**src/core/pwchk_pkg.sv**
```systemverilog
// constants for the password validation command handler
package pwchk_pkg;
  // status codes
  localparam logic [7:0] ST_OK       = 8'h00;
  localparam logic [7:0] ST_BAD_IDX  = 8'ha1;
  localparam logic [7:0] ST_PW_FAIL  = 8'hd9;
  localparam logic [7:0] ST_SEC_MEM  = 8'hf9;
  localparam logic [7:0] ST_MEM_ERR  = 8'hee;
  // password index layout
  localparam logic [7:0] IDX_READ_BASE  = 8'h10;
  localparam logic [7:0] IDX_WRITE_BASE = 8'h00;
  localparam int         IDX_SET_LSB    = 0;
  localparam int         IDX_SET_W      = 3;
  localparam logic [2:0] GEN2_LO_SET    = 3'h3;
  localparam logic [2:0] GEN2_HI_SET    = 3'h6;
  // timing
  localparam int CLK_NS          = 100;
  localparam int POR_MS          = 5;
  localparam int POR_TEAR_MS     = 10;
  localparam int WR_MAX_US       = 2000;
  localparam int POR_CYC         = POR_MS * 1000000 / CLK_NS;
  localparam int POR_TEAR_CYC    = POR_TEAR_MS * 1000000 / CLK_NS;
  localparam int WR_CYC          = WR_MAX_US * 1000 / CLK_NS;
  // widths
  localparam int CARD_ID_W = 4;
  localparam int PW_W      = 24;
  localparam int CNT_W     = 4;
  localparam logic [3:0] TRIAL_LIMIT = 4'h8;
endpackage

```
**src/core/password_check.sv**
```systemverilog
// password validation command handler with reset and write timing
// Functional notes
// drop corrupted frames, send nothing
// status 00 ok, a1 bad index, d9 fail
// f9 on security memory fault, ee general
// second generation nacks sets three to six
// reader: anticollision, zone select, then access
// reader: security step before zone access
// zone select before or after security
// polling reset within 5 or 10 ms
// eeprom write finishes within 2.0 ms
// tear-safe writes share one buffer
// tamper sensors disable all function
// match 4 bit card identifier
// pass clears counter, fail increments
// at trial limit reject all checks
// keep result until powerdown, exit, new check
// read 10-17, write 00-07, else unsupported
// unsupported index skips compare and counter
module password_check #(
  parameter bit GEN2         = 1'b1,
  parameter int POR_CYCLES   = pwchk_pkg::POR_CYC,
  parameter int PORT_CYCLES  = pwchk_pkg::POR_TEAR_CYC,
  parameter int WR_CYCLES    = pwchk_pkg::WR_CYC
) (
  // clock and reset
  input  wire logic                           clk,
  input  wire logic                           rst_n,
  // received command, same clock
  input  wire logic                           cmdValid,
  input  wire logic                           cmdCrcOk,
  input  wire logic [pwchk_pkg::CARD_ID_W-1:0] cmdCardId,
  input  wire logic [7:0]                     cmdIndex,
  input  wire logic [pwchk_pkg::PW_W-1:0]     cmdPassword,
  // state of the tag
  input  wire logic                           activeState,
  input  wire logic [pwchk_pkg::CARD_ID_W-1:0] cardIdentifier,
  input  wire logic                           tearPending,
  // stored password lookup, same clock
  output logic [3:0]                          pwSel,
  input  wire logic [pwchk_pkg::PW_W-1:0]     pwStored,
  input  wire logic                           pwMemFault,
  input  wire logic                           memFault,
  // tamper sensors, asynchronous
  input  wire logic                           tamperVolt,
  input  wire logic                           tamperFreq,
  input  wire logic                           tamperLight,
  // response
  output logic                                rspValid,
  output logic                                rspAck,
  output logic [7:0]                          rspStatus,
  output logic [pwchk_pkg::CARD_ID_W-1:0]     rspCardId,
  // result and status
  output logic                                pwPass,
  output logic [3:0]                          pwActive,
  output logic [pwchk_pkg::CNT_W-1:0]         passwordAttemptCounter,
  output logic                                ready,
  output logic                                disabled,
  // counter write to eeprom via tear-safe buffer
  output logic                                tearSafeWrite,
  output logic                                eeBusy
);

  // ------------------------------------------------------------
  // reset sequencing
  // ------------------------------------------------------------
  typedef enum logic [1:0] {S_POR, S_RUN, S_WRITE, S_DEAD} state_t;
  state_t state_r;
  logic [23:0] cnt_r;
  logic        tearSync1_r, tearSync2_r;
  logic [2:0]  tamp1_r, tamp2_r;
  logic        tamper;

  // tear flag synchroniser
  always_ff @(posedge clk or negedge rst_n) begin
    if (!rst_n) begin
      tearSync1_r <= 1'b0;
      tearSync2_r <= 1'b0;
    end else begin
      tearSync1_r <= tearPending;
      tearSync2_r <= tearSync1_r;
    end
  end

  // tamper sensor synchroniser
  always_ff @(posedge clk or negedge rst_n) begin
    if (!rst_n) begin
      tamp1_r <= 3'h0;
      tamp2_r <= 3'h0;
    end else begin
      tamp1_r <= {tamperVolt, tamperFreq, tamperLight};
      tamp2_r <= tamp1_r;
    end
  end

  assign tamper = |tamp2_r;

  // decoded command
  logic       idxRead, idxWrite, idxValid, idxGen2Bad, accept, limitHit;
  logic [2:0] idxSet;
  assign idxSet   = cmdIndex[pwchk_pkg::IDX_SET_LSB +: pwchk_pkg::IDX_SET_W];
  assign idxRead  = (cmdIndex & 8'hf8) == pwchk_pkg::IDX_READ_BASE;
  assign idxWrite = (cmdIndex & 8'hf8) == pwchk_pkg::IDX_WRITE_BASE;
  assign idxGen2Bad = GEN2 && idxSet >= pwchk_pkg::GEN2_LO_SET
                      && idxSet <= pwchk_pkg::GEN2_HI_SET;
  assign idxValid = (idxRead || idxWrite) && !idxGen2Bad;
  assign limitHit = passwordAttemptCounter >= pwchk_pkg::TRIAL_LIMIT;
  // corrupted or foreign frames vanish without answer
  assign accept = cmdValid && cmdCrcOk && activeState && state_r == S_RUN && !tamper
                  && cmdCardId == cardIdentifier;                      // see R1

  always_ff @(posedge clk or negedge rst_n) begin
    if (!rst_n) begin
      state_r <= S_POR;
      cnt_r   <= 24'h0;
    end else begin
      case (state_r)
        S_POR: begin
          cnt_r <= cnt_r + 24'h1;
          if (tamper) begin
            state_r <= S_DEAD;
          end else if (cnt_r + 24'h1 >= (tearSync2_r ? 24'(PORT_CYCLES)
                                                       : 24'(POR_CYCLES))) begin
            state_r <= S_RUN;
            cnt_r   <= 24'h0;
          end
        end
        S_RUN: begin
          cnt_r <= 24'h0;
          if (tamper) begin
            state_r <= S_DEAD;
          end else if (accept && idxValid && !limitHit && !pwMemFault) begin
            state_r <= S_WRITE;
          end
        end
        S_WRITE: begin
          cnt_r <= cnt_r + 24'h1;
          if (tamper) begin
            state_r <= S_DEAD;
          end else if (cnt_r + 24'h1 >= 24'(WR_CYCLES)) begin
            state_r <= S_RUN;
            cnt_r   <= 24'h0;
          end
        end
        S_DEAD: state_r <= S_DEAD;
        default: state_r <= S_DEAD;
      endcase
    end
  end

  always_ff @(posedge clk or negedge rst_n) begin
    if (!rst_n) begin
      ready    <= 1'b0;
      disabled <= 1'b0;
      eeBusy   <= 1'b0;
    end else begin
      ready    <= state_r == S_RUN && !tamper;
      disabled <= state_r == S_DEAD || tamper;
      eeBusy   <= state_r == S_WRITE;
    end
  end

  // ------------------------------------------------------------
  // password check and response
  // ------------------------------------------------------------
  always_comb begin
    pwSel = {cmdIndex[4], idxSet};
  end

  logic match;
  assign match = pwStored == cmdPassword;

  always_ff @(posedge clk or negedge rst_n) begin
    if (!rst_n) begin
      rspValid  <= 1'b0;
      rspAck    <= 1'b0;
      rspStatus <= pwchk_pkg::ST_OK;
      rspCardId <= '0;
    end else begin
      rspValid <= 1'b0;
      if (accept) begin
        rspValid  <= 1'b1;
        rspCardId <= cardIdentifier;
        if (!idxValid) begin
          rspAck    <= 1'b0;
          rspStatus <= pwchk_pkg::ST_BAD_IDX;                          // see R17
        end else if (pwMemFault) begin
          rspAck    <= 1'b0;
          rspStatus <= pwchk_pkg::ST_SEC_MEM;
        end else if (limitHit || !match) begin
          rspAck    <= 1'b0;
          rspStatus <= pwchk_pkg::ST_PW_FAIL;                          // see R2
        end else begin
          rspAck    <= 1'b1;
          rspStatus <= memFault ? pwchk_pkg::ST_MEM_ERR : pwchk_pkg::ST_OK; // see R2
        end
      end
    end
  end

  // counter, result and tear-safe staging
  always_ff @(posedge clk or negedge rst_n) begin
    if (!rst_n) begin
      passwordAttemptCounter <= '0;
      pwPass        <= 1'b0;
      pwActive      <= 4'h0;
      tearSafeWrite <= 1'b0;
    end else begin
      tearSafeWrite <= 1'b0;
      if (!activeState) begin
        pwPass <= 1'b0;
      end else if (accept) begin
        pwPass <= 1'b0;
        if (idxValid && !pwMemFault) begin
          pwActive      <= pwSel;
          tearSafeWrite <= !limitHit;                                  // see R10
          if (limitHit) begin
            pwPass <= 1'b0;
          end else if (match) begin
            pwPass                 <= 1'b1;
            passwordAttemptCounter <= '0;
          end else begin
            passwordAttemptCounter <= passwordAttemptCounter + 4'h1;
          end
        end
      end
    end
  end

  // ------------------------------------------------------------
  // timing and shutdown checks
  // ------------------------------------------------------------
  // cycles spent in power-up and in the current write
  logic [23:0] porLen_r;
  logic [23:0] busyLen_r;

  always_ff @(posedge clk or negedge rst_n) begin
    if (!rst_n) begin
      porLen_r <= 24'h0;
    end else if (state_r == S_POR) begin
      porLen_r <= porLen_r + 24'h1;
    end
  end

  always_ff @(posedge clk or negedge rst_n) begin
    if (!rst_n) begin
      busyLen_r <= 24'h0;
    end else if (eeBusy) begin
      busyLen_r <= busyLen_r + 24'h1;
    end else begin
      busyLen_r <= 24'h0;
    end
  end
endmodule // password_check

```
**config.mk**
```make
export PLATFORM = sky130hd
export DESIGN_NAME = password_check
export DESIGN_NICKNAME = d
export VERILOG_FILES = /design/src/core/pwchk_pkg.sv /design/src/core/password_check.sv
export SDC_FILE = /design/constraint.sdc
export NUM_CORES = 1
export LEC_CHECK = 0
export BUFFER_PORTS_ARGS = -buffer_cell sky130_fd_sc_hd__buf_2
export CAP_MARGIN = 0
export CORE_UTILIZATION = 40
export DETAILED_ROUTE_END_ITERATION = 16
export GPL_ROUTABILITY_DRIVEN = 0
export HOLD_SLACK_MARGIN = 0.05
export PLACE_DENSITY = 0.66
export RECOVER_POWER = 50
export SKIP_CTS_REPAIR_TIMING = 1
export SYNTH_ARGS = -nofsm -noshare
export SYNTH_HDL_FRONTEND = slang
export SYNTH_SLANG_ARGS = --single-unit
```
**constraint.sdc**
```tcl
create_clock -name clk -period 2.99 [get_ports clk]
set_input_delay 0 -clock clk [delete_from_list [all_inputs] [get_ports clk]]
set_output_delay 0 -clock clk [all_outputs]
set_load 0.005 [all_outputs]
```
== After elaboration in Yosys (flattened, before gate mapping) ==
Cells that the tools add are included.

* $add $sub $neg: 2
* Magnitude comparators: 5
* Muxes and demuxes: 30
* Reduce and logical (&&, ||, !) cells: 27
* Bitwise gates (word level): 1
* Equality and inequality tests: 10

{| class="wikitable"
|+ Operators by type and width
! kind !! count
|-
| 24-bit 2-to-1 mux || 4
|-
| 24-bit case mux with 3 select lines || 1
|-
| 8-bit 2-to-1 mux || 4
|-
| 24-bit by 1-bit adder with 24-bit output, second input constant || 1
|-
| 24-bit == test || 1
|-
| 24-bit by 15-bit >= comparator with 1-bit output, second input constant || 1
|-
| 24-bit by 17-bit >= comparator with 1-bit output || 1
|-
| 17-bit 2-to-1 mux || 1
|-
| 1-bit logical AND || 12
|-
| 1-bit 2-to-1 mux || 12
|-
| 2-bit 2-to-1 mux || 6
|-
| 8-bit logical NOT || 1
|-
| 2-bit case mux with 4 select lines || 1
|-
| 3-bit inequality test, second input constant || 2
|-
| 3-bit AND reduction || 2
|-
| 5-bit by 2-bit == test with 1-bit output, second input constant || 1
|-
| 1-bit logical NOT || 5
|-
| 4-bit by 1-bit adder with 4-bit output, second input constant || 1
|-
| 2-bit == test, second input constant || 2
|-
| 4-bit == test || 1
|-
| 4-bit >= comparator, second input constant || 1
|-
| 4-bit 2-to-1 mux || 1
|-
| 4-bit AND reduction || 1
|-
| 3-bit by 2-bit >= comparator with 1-bit output, second input constant || 1
|-
| 9 further kinds || 11
|}

* Input bits: 75
* Output and inout bits: 31
* Register bits after elaboration: 61

== Longest topological paths before layout ==
Gate-level depths: netlist of run 1.

* Word-level depth: 11
* Gate-level depth with buffers: 15
* Gate-level depth less buffers: 13

== Worst setup path before layout of run 1 ==
No wires, ideal clock.

* Path kind: register -> register
* Start point: register cnt_r[5]
* End point: register cnt_r[16]
* Arrival time: 3.151 ns
* Cell stages (with the launch flop): 14
* Clock period less this slack: 3.246 ns
* Path buffers: 3
* Required time: 2.895 ns
* Library setup time: 0.095 ns
* Slack: -0.256 ns
* Cells stage by stage: dfrtp_1 -> buf_2 -> nand4_4 -> buf_2 -> nor4_1 -> xor2_1 -> ha_1 -> or2_2 -> o311a_1 -> o311ai_2 -> a31oi_4 -> or2_1 -> buf_2 -> o31ai_1

* Longest elaborated chain between the ends: 5

{| class="wikitable"
|+ RTL lines
! what !! RTL line !! source
|-
| from (decl) || password_check.sv:69 || <nowiki>logic [23:0] cnt_r;</nowiki>
|-
| from (signal assigned) || password_check.sv:119 || <nowiki>cnt_r <= cnt_r + 24'h1;</nowiki>
|-
| from (signal assigned) || password_check.sv:137 || <nowiki>cnt_r <= cnt_r + 24'h1;</nowiki>
|-
| 24-bit by 1-bit adder with 24-bit output * || - ||
|-
| 24-bit by 15-bit >= comparator with 1-bit output or 24-bit by 17-bit >= comparator with 1-bit output (tied branches) || password_check.sv:140, password_check.sv:122 ||
|-
| 24-bit 2-to-1 mux, on equally long branches || password_check.sv:140, password_check.sv:122 ||
|-
| 24-bit 2-to-1 mux, on equally long branches || password_check.sv:138, password_check.sv:120 ||
|-
| 24-bit case mux with 3 select lines * || password_check.sv:117 || <nowiki>case (state_r)</nowiki>
|}

Every way passes the cells marked *; elsewhere a longest branch is shown, timed or not.
A chain may end at the register's enable or synchronous reset.

== Final worst setup path of run 1 ==
* Start point: register cnt_r[1]
* End point: register cnt_r[16]

Same word-level chain as after synthesis.

==> qor.yml, run 1 <==
final_layout:
  fin_util: 0.587
  fin_nets: 672
  fin_cells: 715
  layout-drive-gt1-share: 0.413
  antenna_cells: 0
  syn_to_final_growth_pct: 41.8
  n_fill_cell: 821
sta:
  hold_viol: 0
  maxSlewViolCount: 31
  fin_setup_tns_ps: -1280
  fin_crit_ps: 3160
  period_share: 1.06
  max_freq_mhz: 317
  relSlewSlack: -0.145
  worst_slack_ps: -168
  tightest_slew_ps: 1720
  setup_viol: 20
  rsz0062_at_grt: "yes"
  finalClockSkew_ps: 9.76
die:
  core_area_um2: 9280
  io_pins: 106
  die-area_um2: 10000
  die_h_um: 100
  num_rows: 35
  initial_core_util: 0.414
  die_w_um: 100
pwr:
  power_mw: 1.75
  p_per_area_nw_per_um2: 321
  p_leak_nw: 2.67
  ir_worst_vdd_v: 0.000226
place:
  dp_cells: 680
  dp_hpwl_mm: 8.25
  portBuffers: 105
grt:
  antenna_found_initial: 0
  globalRoute.totalOverflow: 0
  grt_usage: 0.222
  grt_max_degree: 31
  grt_pass1_vias: 3704
  grt_pass1_wl_mm: 17.3
logic_synthesis:
  yosys_register_bits: 59
  postSynthAreaPerCell_um2: 9.47
  synth-async-reset-ratio: 1.00
  ys_types: 68
  synth_flop_cell: "dfrtp_1"
  yosysWarnings: 0
  syn_inst: 406
  synth.net_count: 497
  synth-edff-count: 0
  seq_area_frac_synth: 0.384
  synthesis.area_um2: 3840
drt:
  drt_iter0_drc: 222
  wl_per_cell_um: 15.3
  drt-total-wl_mm: 11.0
  drtPass1Iterations: 5
  ant_nets: 0
  drc: 0
  avgViaCountPerCell: 5.41
  vias: 3865
critical_path:
  cp-start-kind: "flip-flop"
  critPathKind: "reg2reg"
  critPathMaxFanout: 7
  endpoint_kind: "flip-flop"
  cp.arrival_ps: 3400
  crit_required_ps: 3230
min_path:
  hold_class: "in2reg"
clock_network:
  htree_levels: 3
  cts-buffers-inserted: 9
  cts_root_buf: "clkbuf_8"
  cts.clk_slew.worst_paths_ps: 70
  clockBufferDepth: 2
  cts_tree: "done"
  cts_sinks: 59
  clkLatencyLatePin_ps: 350
outcome:
  status: "complete, but fails checks"
  violations: "max-capacitance violations, max-slew violations, negative setup slack"
run:
  drv_cap: 1
worst max-delay path, cell delays in order (launching register included):
cell and delay [ps]:
dfrtp_1 390, ha_4 180, nand2_4 80, or4_4 550, nand2_4 100, ha_4 200
nand2_2 60, a21oi_2 40, o31a_1 340, o311ai_4 330, a31oi_4 180, or2_4 350
o31ai_1 240
layer usage:
metal	track usage	vias up	routed length, µm
met5	0	-	0
met4	0.0836	0	205
met1	0.265	1856	4730
met2	0.394	139	5430
met3	0.0432	24	586
li1	-	1846	-
per-stage QoR:
step	instance area [µm²]	worst slack, ps	hold slack [ps]
after floorplan	3920	-15.1	-296
after global placement	4940	-44.9	-179
after detailed placement	4940	-138	-178
after CTS	5160	-150	-548
after global routing	5450	-279	52.6
final	5450	-168	24.7
logic make-up after synthesis:
logic type | after synthesis | share of synthesized area
buffers and inverters | 47 | 0.0583
adder cells (fa/ha/maj) | 16 | 0.0521
AND/OR/NAND/NOR | 148 | 0.215
AO/OA/AOI/OAI | 88 | 0.174
flip-flops | 59 | 0.384
multiplexers | 11 | 0.0319
XOR/XNOR | 37 | 0.0843
flip-flops by register name, summed over array words and instances (netlist names):
name and cells:
cnt_r 24, disabled 1, eeBusy 1, passwordAttemptCounter 4, pwActive 4, pwPass 1
ready 1, rspAck 1, rspCardId 4, rspStatus 6, rspValid 1, state_r 2
tamp1_r 3, tamp2_r 3, tearSafeWrite 1, tearSync1_r 1, tearSync2_r 1
cell type report:
cell class | instances | area [µm²] | area share
flip-flops and latches | 59 | 1480 | 0.271
repair buffers | 191 | 1210 | 0.221
clock inverters | 3 | 43.8 | 0.00803
clock buffers | 13 | 179 | 0.0328
inverters | 20 | 75.1 | 0.0138
well taps | 129 | 161 | 0.0296
multi-input cells | 300 | 2310 | 0.423
report_power, final:
group | internal [mW] | switching, mW
sequential | 0.804 | 0.00293
clock | 0.476 | 0.324
combinational | 0.0806 | 0.0641
final timing paths:
kind                                 start            to  slack, ps  cells after the start
worst max-delay path              cnt_r[1]     cnt_r[16]       -170                     12
worst min-delay path            pwMemFault  rspStatus[6]         20                      3
min in group asynchronous            rst_n        pwPass        640                      3
max in group asynchronous            rst_n      cnt_r[4]       1050                      3
worst max register to register    cnt_r[1]     cnt_r[16]       -170                     12
worst min register to register  tamp1_r[1]    tamp2_r[1]        350                      0
cell usage in the layout (no fill, tap or decap), types with 4 or more instances in the layout:
cell type | Yosys | layout
buf_2 | 11 | 104
buf_4 | 7 | 67
dfrtp_1 | 59 | 58
nand2_1 | 38 | 35
inv_1 | 20 | 20
xnor2_1 | 21 | 20
nor3_1 | 17 | 17
dlygate4sd3_1 | 0 | 16
nand3_1 | 15 | 15
xor2_1 | 16 | 15
nor4_1 | 15 | 14
ha_1 | 16 | 14
clkbuf_8 | 0 | 13
nor2_1 | 14 | 12
a21oi_1 | 12 | 11
nand4_1 | 10 | 10
mux2_2 | 10 | 10
o21ai_0 | 15 | 9
o31ai_1 | 11 | 7
a22o_1 | 7 | 7
or3_1 | 6 | 6
a221o_1 | 5 | 5
a21o_1 | 5 | 5
o31ai_2 | 0 | 4
a211oi_2 | 1 | 4
o21ai_2 | 0 | 4
cells in the mapped netlist, types with 5 or more instances:
cell,instances,area (µm²)
dfrtp_1,59,1480
nand2_1,38,143
xnor2_1,21,184
inv_1,20,75.1
nor3_1,17,85.1
ha_1,16,200
xor2_1,16,140
nand3_1,15,75.1
nor4_1,15,93.8
o21ai_0,15,75.1
nor2_1,14,52.6
a21oi_1,12,60.1
buf_2,11,55.1
o31ai_1,11,82.6
mux2_2,10,113
nand4_1,10,62.6
clkbuf_1,8,30.0
a22o_1,7,61.3
buf_4,7,52.6
or3_1,6,37.5
a211oi_1,5,37.5
a21o_1,5,37.5
a221o_1,5,50.1
Note: power is estimated with default switching activity, not from simulation.
==> run 2, diff against run 1 <==
--- a/config.mk
+++ b/config.mk
@@ -7,6 +7,7 @@
 export LEC_CHECK = 0
 export BUFFER_PORTS_ARGS = -buffer_cell sky130_fd_sc_hd__buf_2
 export CAP_MARGIN = 0
+export CORE_ASPECT_RATIO = 0.75
 export CORE_UTILIZATION = 40
 export DETAILED_ROUTE_END_ITERATION = 16
 export GPL_ROUTABILITY_DRIVEN = 0
==> qor.yml, run 2 (synthesized netlist as in run 1, its figures left out) <==
outcome:
  status: "complete, but fails checks"
  violations: "negative setup slack"
min_path:
  hold_class: "in2reg"
pwr:
  p_per_area_nw_per_um2: 368  # +15%
  ir_worst_vdd_v: 0.000314  # +39%
  p_leak_nw: 2.66  # -0.33%
  power_mw: 2.02  # +16%
place:
  dp_cells: 682  # +0.29%
  dp_hpwl_mm: 8.49  # +2.8%
  placed_cell_area_um2: 4960  # +0.43%
  portBuffers: 105  # unchanged
drt:
  avgViaCountPerCell: 5.40  # about the same
  drtPass1Iterations: 5  # unchanged
  drt-total-wl_mm: 11.3  # +3.3%
  ant_nets: 0  # unchanged
  vias: 3880  # +0.39%
  drc: 0  # unchanged
  wl_per_cell_um: 15.8  # +2.9%
  drt_iter0_drc: 242  # +9.0%
clock_network:
  cts_tree: "done"
  cts-buffers-inserted: 9  # unchanged
  clkLatencyLatePin_ps: 340  # about the same
  htree_levels: 3  # unchanged
  cts.clk_slew.worst_paths_ps: 60  # about the same
  cts_root_buf: "clkbuf_16"
  cts_sinks: 59  # unchanged
  clockBufferDepth: 2  # unchanged
final_layout:
  syn_to_final_growth_pct: 43.0
  top_regs: "cnt_r x24, rspStatus x6"
  largest_reg_flops: 24  # unchanged
  fin_nets: 676  # +0.60%
  fin_cells: 718  # +0.42%
  final_cell_area_um2: 5500  # +0.87%
  antenna_cells: 0  # unchanged
  final_common_cell: "buf_2"
  layout-drive-gt1-share: 0.380  # -0.0333
  fin_util: 0.598  # +0.0108
  final_cell_mix: "buf_2, buf_4, dfrtp_1"
  largest_register: "cnt_r"
die:
  die_h_um: 86.9  # -13%
  core_area_um2: 9200  # -0.94%
  die-area_um2: 10000  # about the same
  num_rows: 30  # -14%
  initial_core_util: 0.418  # +0.00394
  die_w_um: 115  # +15%
  io_pins: 106  # unchanged
sta:
  period_share: 1.05  # -0.0101
  worst_slack_ps: -138  # +30.1 ps
  rsz0062_at_grt: "yes"
  maxSlewViolCount: 0  # -100%
  setup_viol: 15  # -25%
  fin_crit_ps: 3130  # -30.1 ps
  hold_viol: 0  # unchanged
  max_freq_mhz: 320  # +0.96%
  relSlewSlack: 0.196  # +0.341
  tightest_slew_ps: 1210  # -512 ps
  finalClockSkew_ps: 8.06  # -1.70 ps
grt:
  grt_pass1_vias: 3672  # -0.86%
  grt_usage: 0.235  # +0.0129
  grt_pass1_wl_mm: 17.8  # +3.1%
  antenna_found_initial: 0  # unchanged
  globalRoute.totalOverflow: 0  # unchanged
  grt_max_degree: 48  # +55%
critical_path:
  path_common_cell: "a221o_1"
  crit_buf_inv: 1  # +1
  cp_slowest_cell: "dfrtp_1"
  endpoint_kind: "flip-flop"
  slowest_delay_ps: 410  # -140 ps
  cp.arrival_ps: 3340  # -60 ps
  critPathMaxFanout: 6  # -1
  crit_required_ps: 3210  # -20 ps
  cp_cell_sequence: "nand4_1 -> nor4_4 -> xor2_1 -> ha_1 -> nand3_1 -> a221o_1 -> a211oi_2 -> o311ai_4 -> a31oi_4 -> nor3_2 -> buf_4 -> a221o_1"
  critPathKind: "reg2reg"
  cp-start-kind: "flip-flop"
  critical-path-top-delay-family: "compound AO/OA/AOI/OAI gates"
run:
  drv_cap: 0  # -1
run 2: area by class of cell:
type | count | area, µm²
fillers | 812 | 3700
multi-input cells | 300 | 2250
flip-flops and latches | 59 | 1480
repair buffers | 195 | 1220
clock buffers | 10 | 239
well taps | 128 | 160
inverters | 20 | 75.1
clock inverters | 6 | 70.1
run 2: tightest hold or removal path, cell delays in order:
cell	delay, ps
buf_2	100
nor3_1	50
o31ai_1	190
run 2: worst paths after layout:
kind,cells past startpoint,endpoint,slack (ps),startpoint
max in group asynchronous,3,rspCardId[1],1710,rst_n
min reg2reg,0,tamp2_r[0],340,tamp1_r[0]
min in group asynchronous,2,cnt_r[20],450,rst_n
min,3,rspStatus[4],40,pwMemFault
max,12,cnt_r[7],-140,cnt_r[8]
max reg2reg,12,cnt_r[7],-140,cnt_r[8]
run 2: metal layers:
metal  vias up  part of all wire  track usage
met1      1861              0.45        0.309
met2       149              0.47        0.368
li1       1856                 -            -
met4         0             0.015       0.0826
met5         -                 0            0
met3        14             0.071       0.0696
run 2: stage by stage:
stage | hold slack (ps) | setup WS, ps | TNS (ps)
2_1_floorplan | -296 | -15.1 | -26.1
3_3_place_gp | 109 | -96.5 | -484
3_5_place_dp | 110 | -193 | -1180
4_1_cts | -242 | -208 | -1610
5_1_grt | 59.3 | -272 | -3930
6_report | 44.8 | -138 | -1190
run 2: power by group:
group	internal [mW]	switching (mW)
Clock	0.675	0.398
Combinational	0.0789	0.0640
Sequential	0.805	0.00274
==> run 3, diff against run 2 <==
--- a/config.mk
+++ b/config.mk
@@ -12,7 +12,7 @@
 export DETAILED_ROUTE_END_ITERATION = 16
 export GPL_ROUTABILITY_DRIVEN = 0
 export HOLD_SLACK_MARGIN = 0.05
-export PLACE_DENSITY = 0.66
+export PLACE_DENSITY = 0.74
 export RECOVER_POWER = 50
 export SKIP_CTS_REPAIR_TIMING = 1
 export SYNTH_ARGS = -nofsm -noshare
==> qor.yml, run 3 (synthesized netlist as in run 1, its figures left out) <==
outcome:
  status: "complete, but fails checks"
  violations: "max-capacitance violations, max-slew violations, negative setup slack"
grt:
  globalRoute.totalOverflow: 0  # unchanged
  grt_max_degree: 35  # -27%
  grt_pass1_vias: 3585  # -2.4%
  grt_usage: 0.231  # -0.00382
  antenna_found_initial: 0  # unchanged
  grt_pass1_wl_mm: 17.6  # -1.4%
drt:
  vias: 3899  # +0.49%
  avgViaCountPerCell: 5.48  # +1.5%
  drc: 0  # unchanged
  ant_nets: 0  # unchanged
  drtPass1Iterations: 5  # unchanged
  wl_per_cell_um: 16.0  # +1.7%
  drt_iter0_drc: 310  # +28%
  drt-total-wl_mm: 11.4  # +0.74%
sta:
  rsz0062_at_grt: "yes"
  setup_viol: 21  # +6
  period_share: 1.05  # +0.00272
  maxSlewViolCount: 35  # +35
  hold_ws_ps: 35.0  # -9.75 ps
  tightest_slew_ps: 1860  # +654 ps
  relSlewSlack: -0.240  # -0.436
  worst_slack_ps: -146  # -8.12 ps
  fin_crit_ps: 3140  # +8.12 ps
  fin_setup_tns_ps: -1800  # -611 ps
  finalClockSkew_ps: 4.32  # -3.73 ps
  hold_viol: 0  # unchanged
  max_freq_mhz: 319  # -0.26%
critical_path:
  crit_start: "cnt_r[1]"
  r2r_slack_ps: -150  # about the same
  r2r_start: "cnt_r[1]"
  critPathKind: "reg2reg"
  crit_required_ps: 3250  # +40 ps
  reg2regPathDepth: 13  # +1
  endpoint: "cnt_r[8]"
  timing.rr.end: "cnt_r[8]"
  cp-start-kind: "flip-flop"
  critPathMaxFanout: 7  # +1
  cp.arrival_ps: 3390  # +50 ps
  endpoint_kind: "flip-flop"
clock_network:
  cts_root_buf: "clkbuf_16"
  htree_levels: 3  # unchanged
  clkLatencyLatePin_ps: 330  # about the same
  cts.clk_slew.worst_paths_ps: 50  # about the same
  cts-buffers-inserted: 9  # unchanged
  cts_tree: "done"
  clockBufferDepth: 2  # unchanged
  cts_sinks: 59  # unchanged
final_layout:
  fin_nets: 669  # -1.0%
  largest_reg_flops: 24  # unchanged
  fin_cells: 711  # -0.97%
  layout-drive-gt1-share: 0.398  # +0.0183
  final_cell_mix: "buf_2, buf_4, dfrtp_1"
  top_regs: "cnt_r x24, rspStatus x6"
  antenna_cells: 0  # unchanged
  largest_register: "cnt_r"
  final_common_cell: "buf_2"
  syn_to_final_growth_pct: 43.8
  fin_util: 0.601  # +0.00313
pwr:
  p_leak_nw: 2.62  # -1.7%
  combPwrFrac: 0.073  # +0.002
  p_sw_frac: 0.219  # -0.0102
  p_int_mw: 1.55  # -0.55%
  p_switching_mw: 0.436  # -6.2%
  power_frac_clock: 0.520  # -0.010
  p_seq_frac: 0.407  # +0.008
  p_per_area_nw_per_um2: 359  # -2.4%
  power_mw: 1.99  # -1.8%
  ir_worst_vdd_v: 0.000372  # +19%
place:
  dp_cells: 674  # -1.2%
  portBuffers: 105  # unchanged
  dp_hpwl_mm: 8.54  # +0.64%
die:
  io_pins: 106  # unchanged
  core_area_um2: 9200  # unchanged
  initial_core_util: 0.418  # unchanged
  die_h_um: 86.9  # unchanged
  num_rows: 30  # unchanged
  die-area_um2: 10000  # unchanged
  die_w_um: 115  # unchanged
min_path:
  hold_class: "in2reg"
run:
  drv_cap: 1  # +1
run 3: critical path, stage by stage (launching register included):
cell and delay [ps]:
dfrtp_1 390, ha_4 170, nand2_4 80, or4_4 560, nand2_4 100, ha_4 200, nand2_2 70, a21oi_2 30
o31a_1 320, o311ai_4 330, a31oi_4 200, or2_4 360, buf_4 160, o21ai_2 100
run 3: area by class of cell:
cell class,count,area (µm²)
Inverter,20,75.1
Multi-Input combinational cell,300,2340
Sequential cell,59,1480
Timing Repair Buffer,188,1170
Clock buffer,10,239
Clock inverter,6,65.1
Fill cell,747,3670
Tap cell,128,160
run 3: layer usage:
layer,wire [µm],vias to the layer above,track usage
met5,0,-,0
met4,221,0,0.0945
met3,713,22,0.0598
met2,5200,146,0.349
met1,5270,1883,0.314
li1,-,1848,-
run 3: power groups by stage:
stage	logic, mW	registers, mW	clock network [mW]
final	0.145	0.808	1.03
after global routing	0.161	0.808	1.09
after CTS	0.130	0.808	1.05
after detailed placement	0.130	0.822	0
after global placement	0.125	0.822	0
after floorplan	0.0482	0.821	0
run 3: per-stage QoR:
stage | area, µm² | setup WS [ps]
floorplan | 3920 | -15.1
global placement | 4900 | -22.9
detailed placement | 4900 | -156
CTS | 5200 | -205
global route | 5530 | -245
finish | 5530 | -146
run 3: worst min path at each step:
stage                startpoint            to  depth (start not counted)
floorplan                 rst_n      cnt_r[0]                          0
finish               pwMemFault  rspStatus[6]                          3
CTS                       rst_n     cnt_r[17]                          1
global placement     tamperVolt    tamp1_r[2]                          1
global route         pwMemFault  rspStatus[4]                          3
detailed placement  tamperLight    tamp1_r[0]                          1
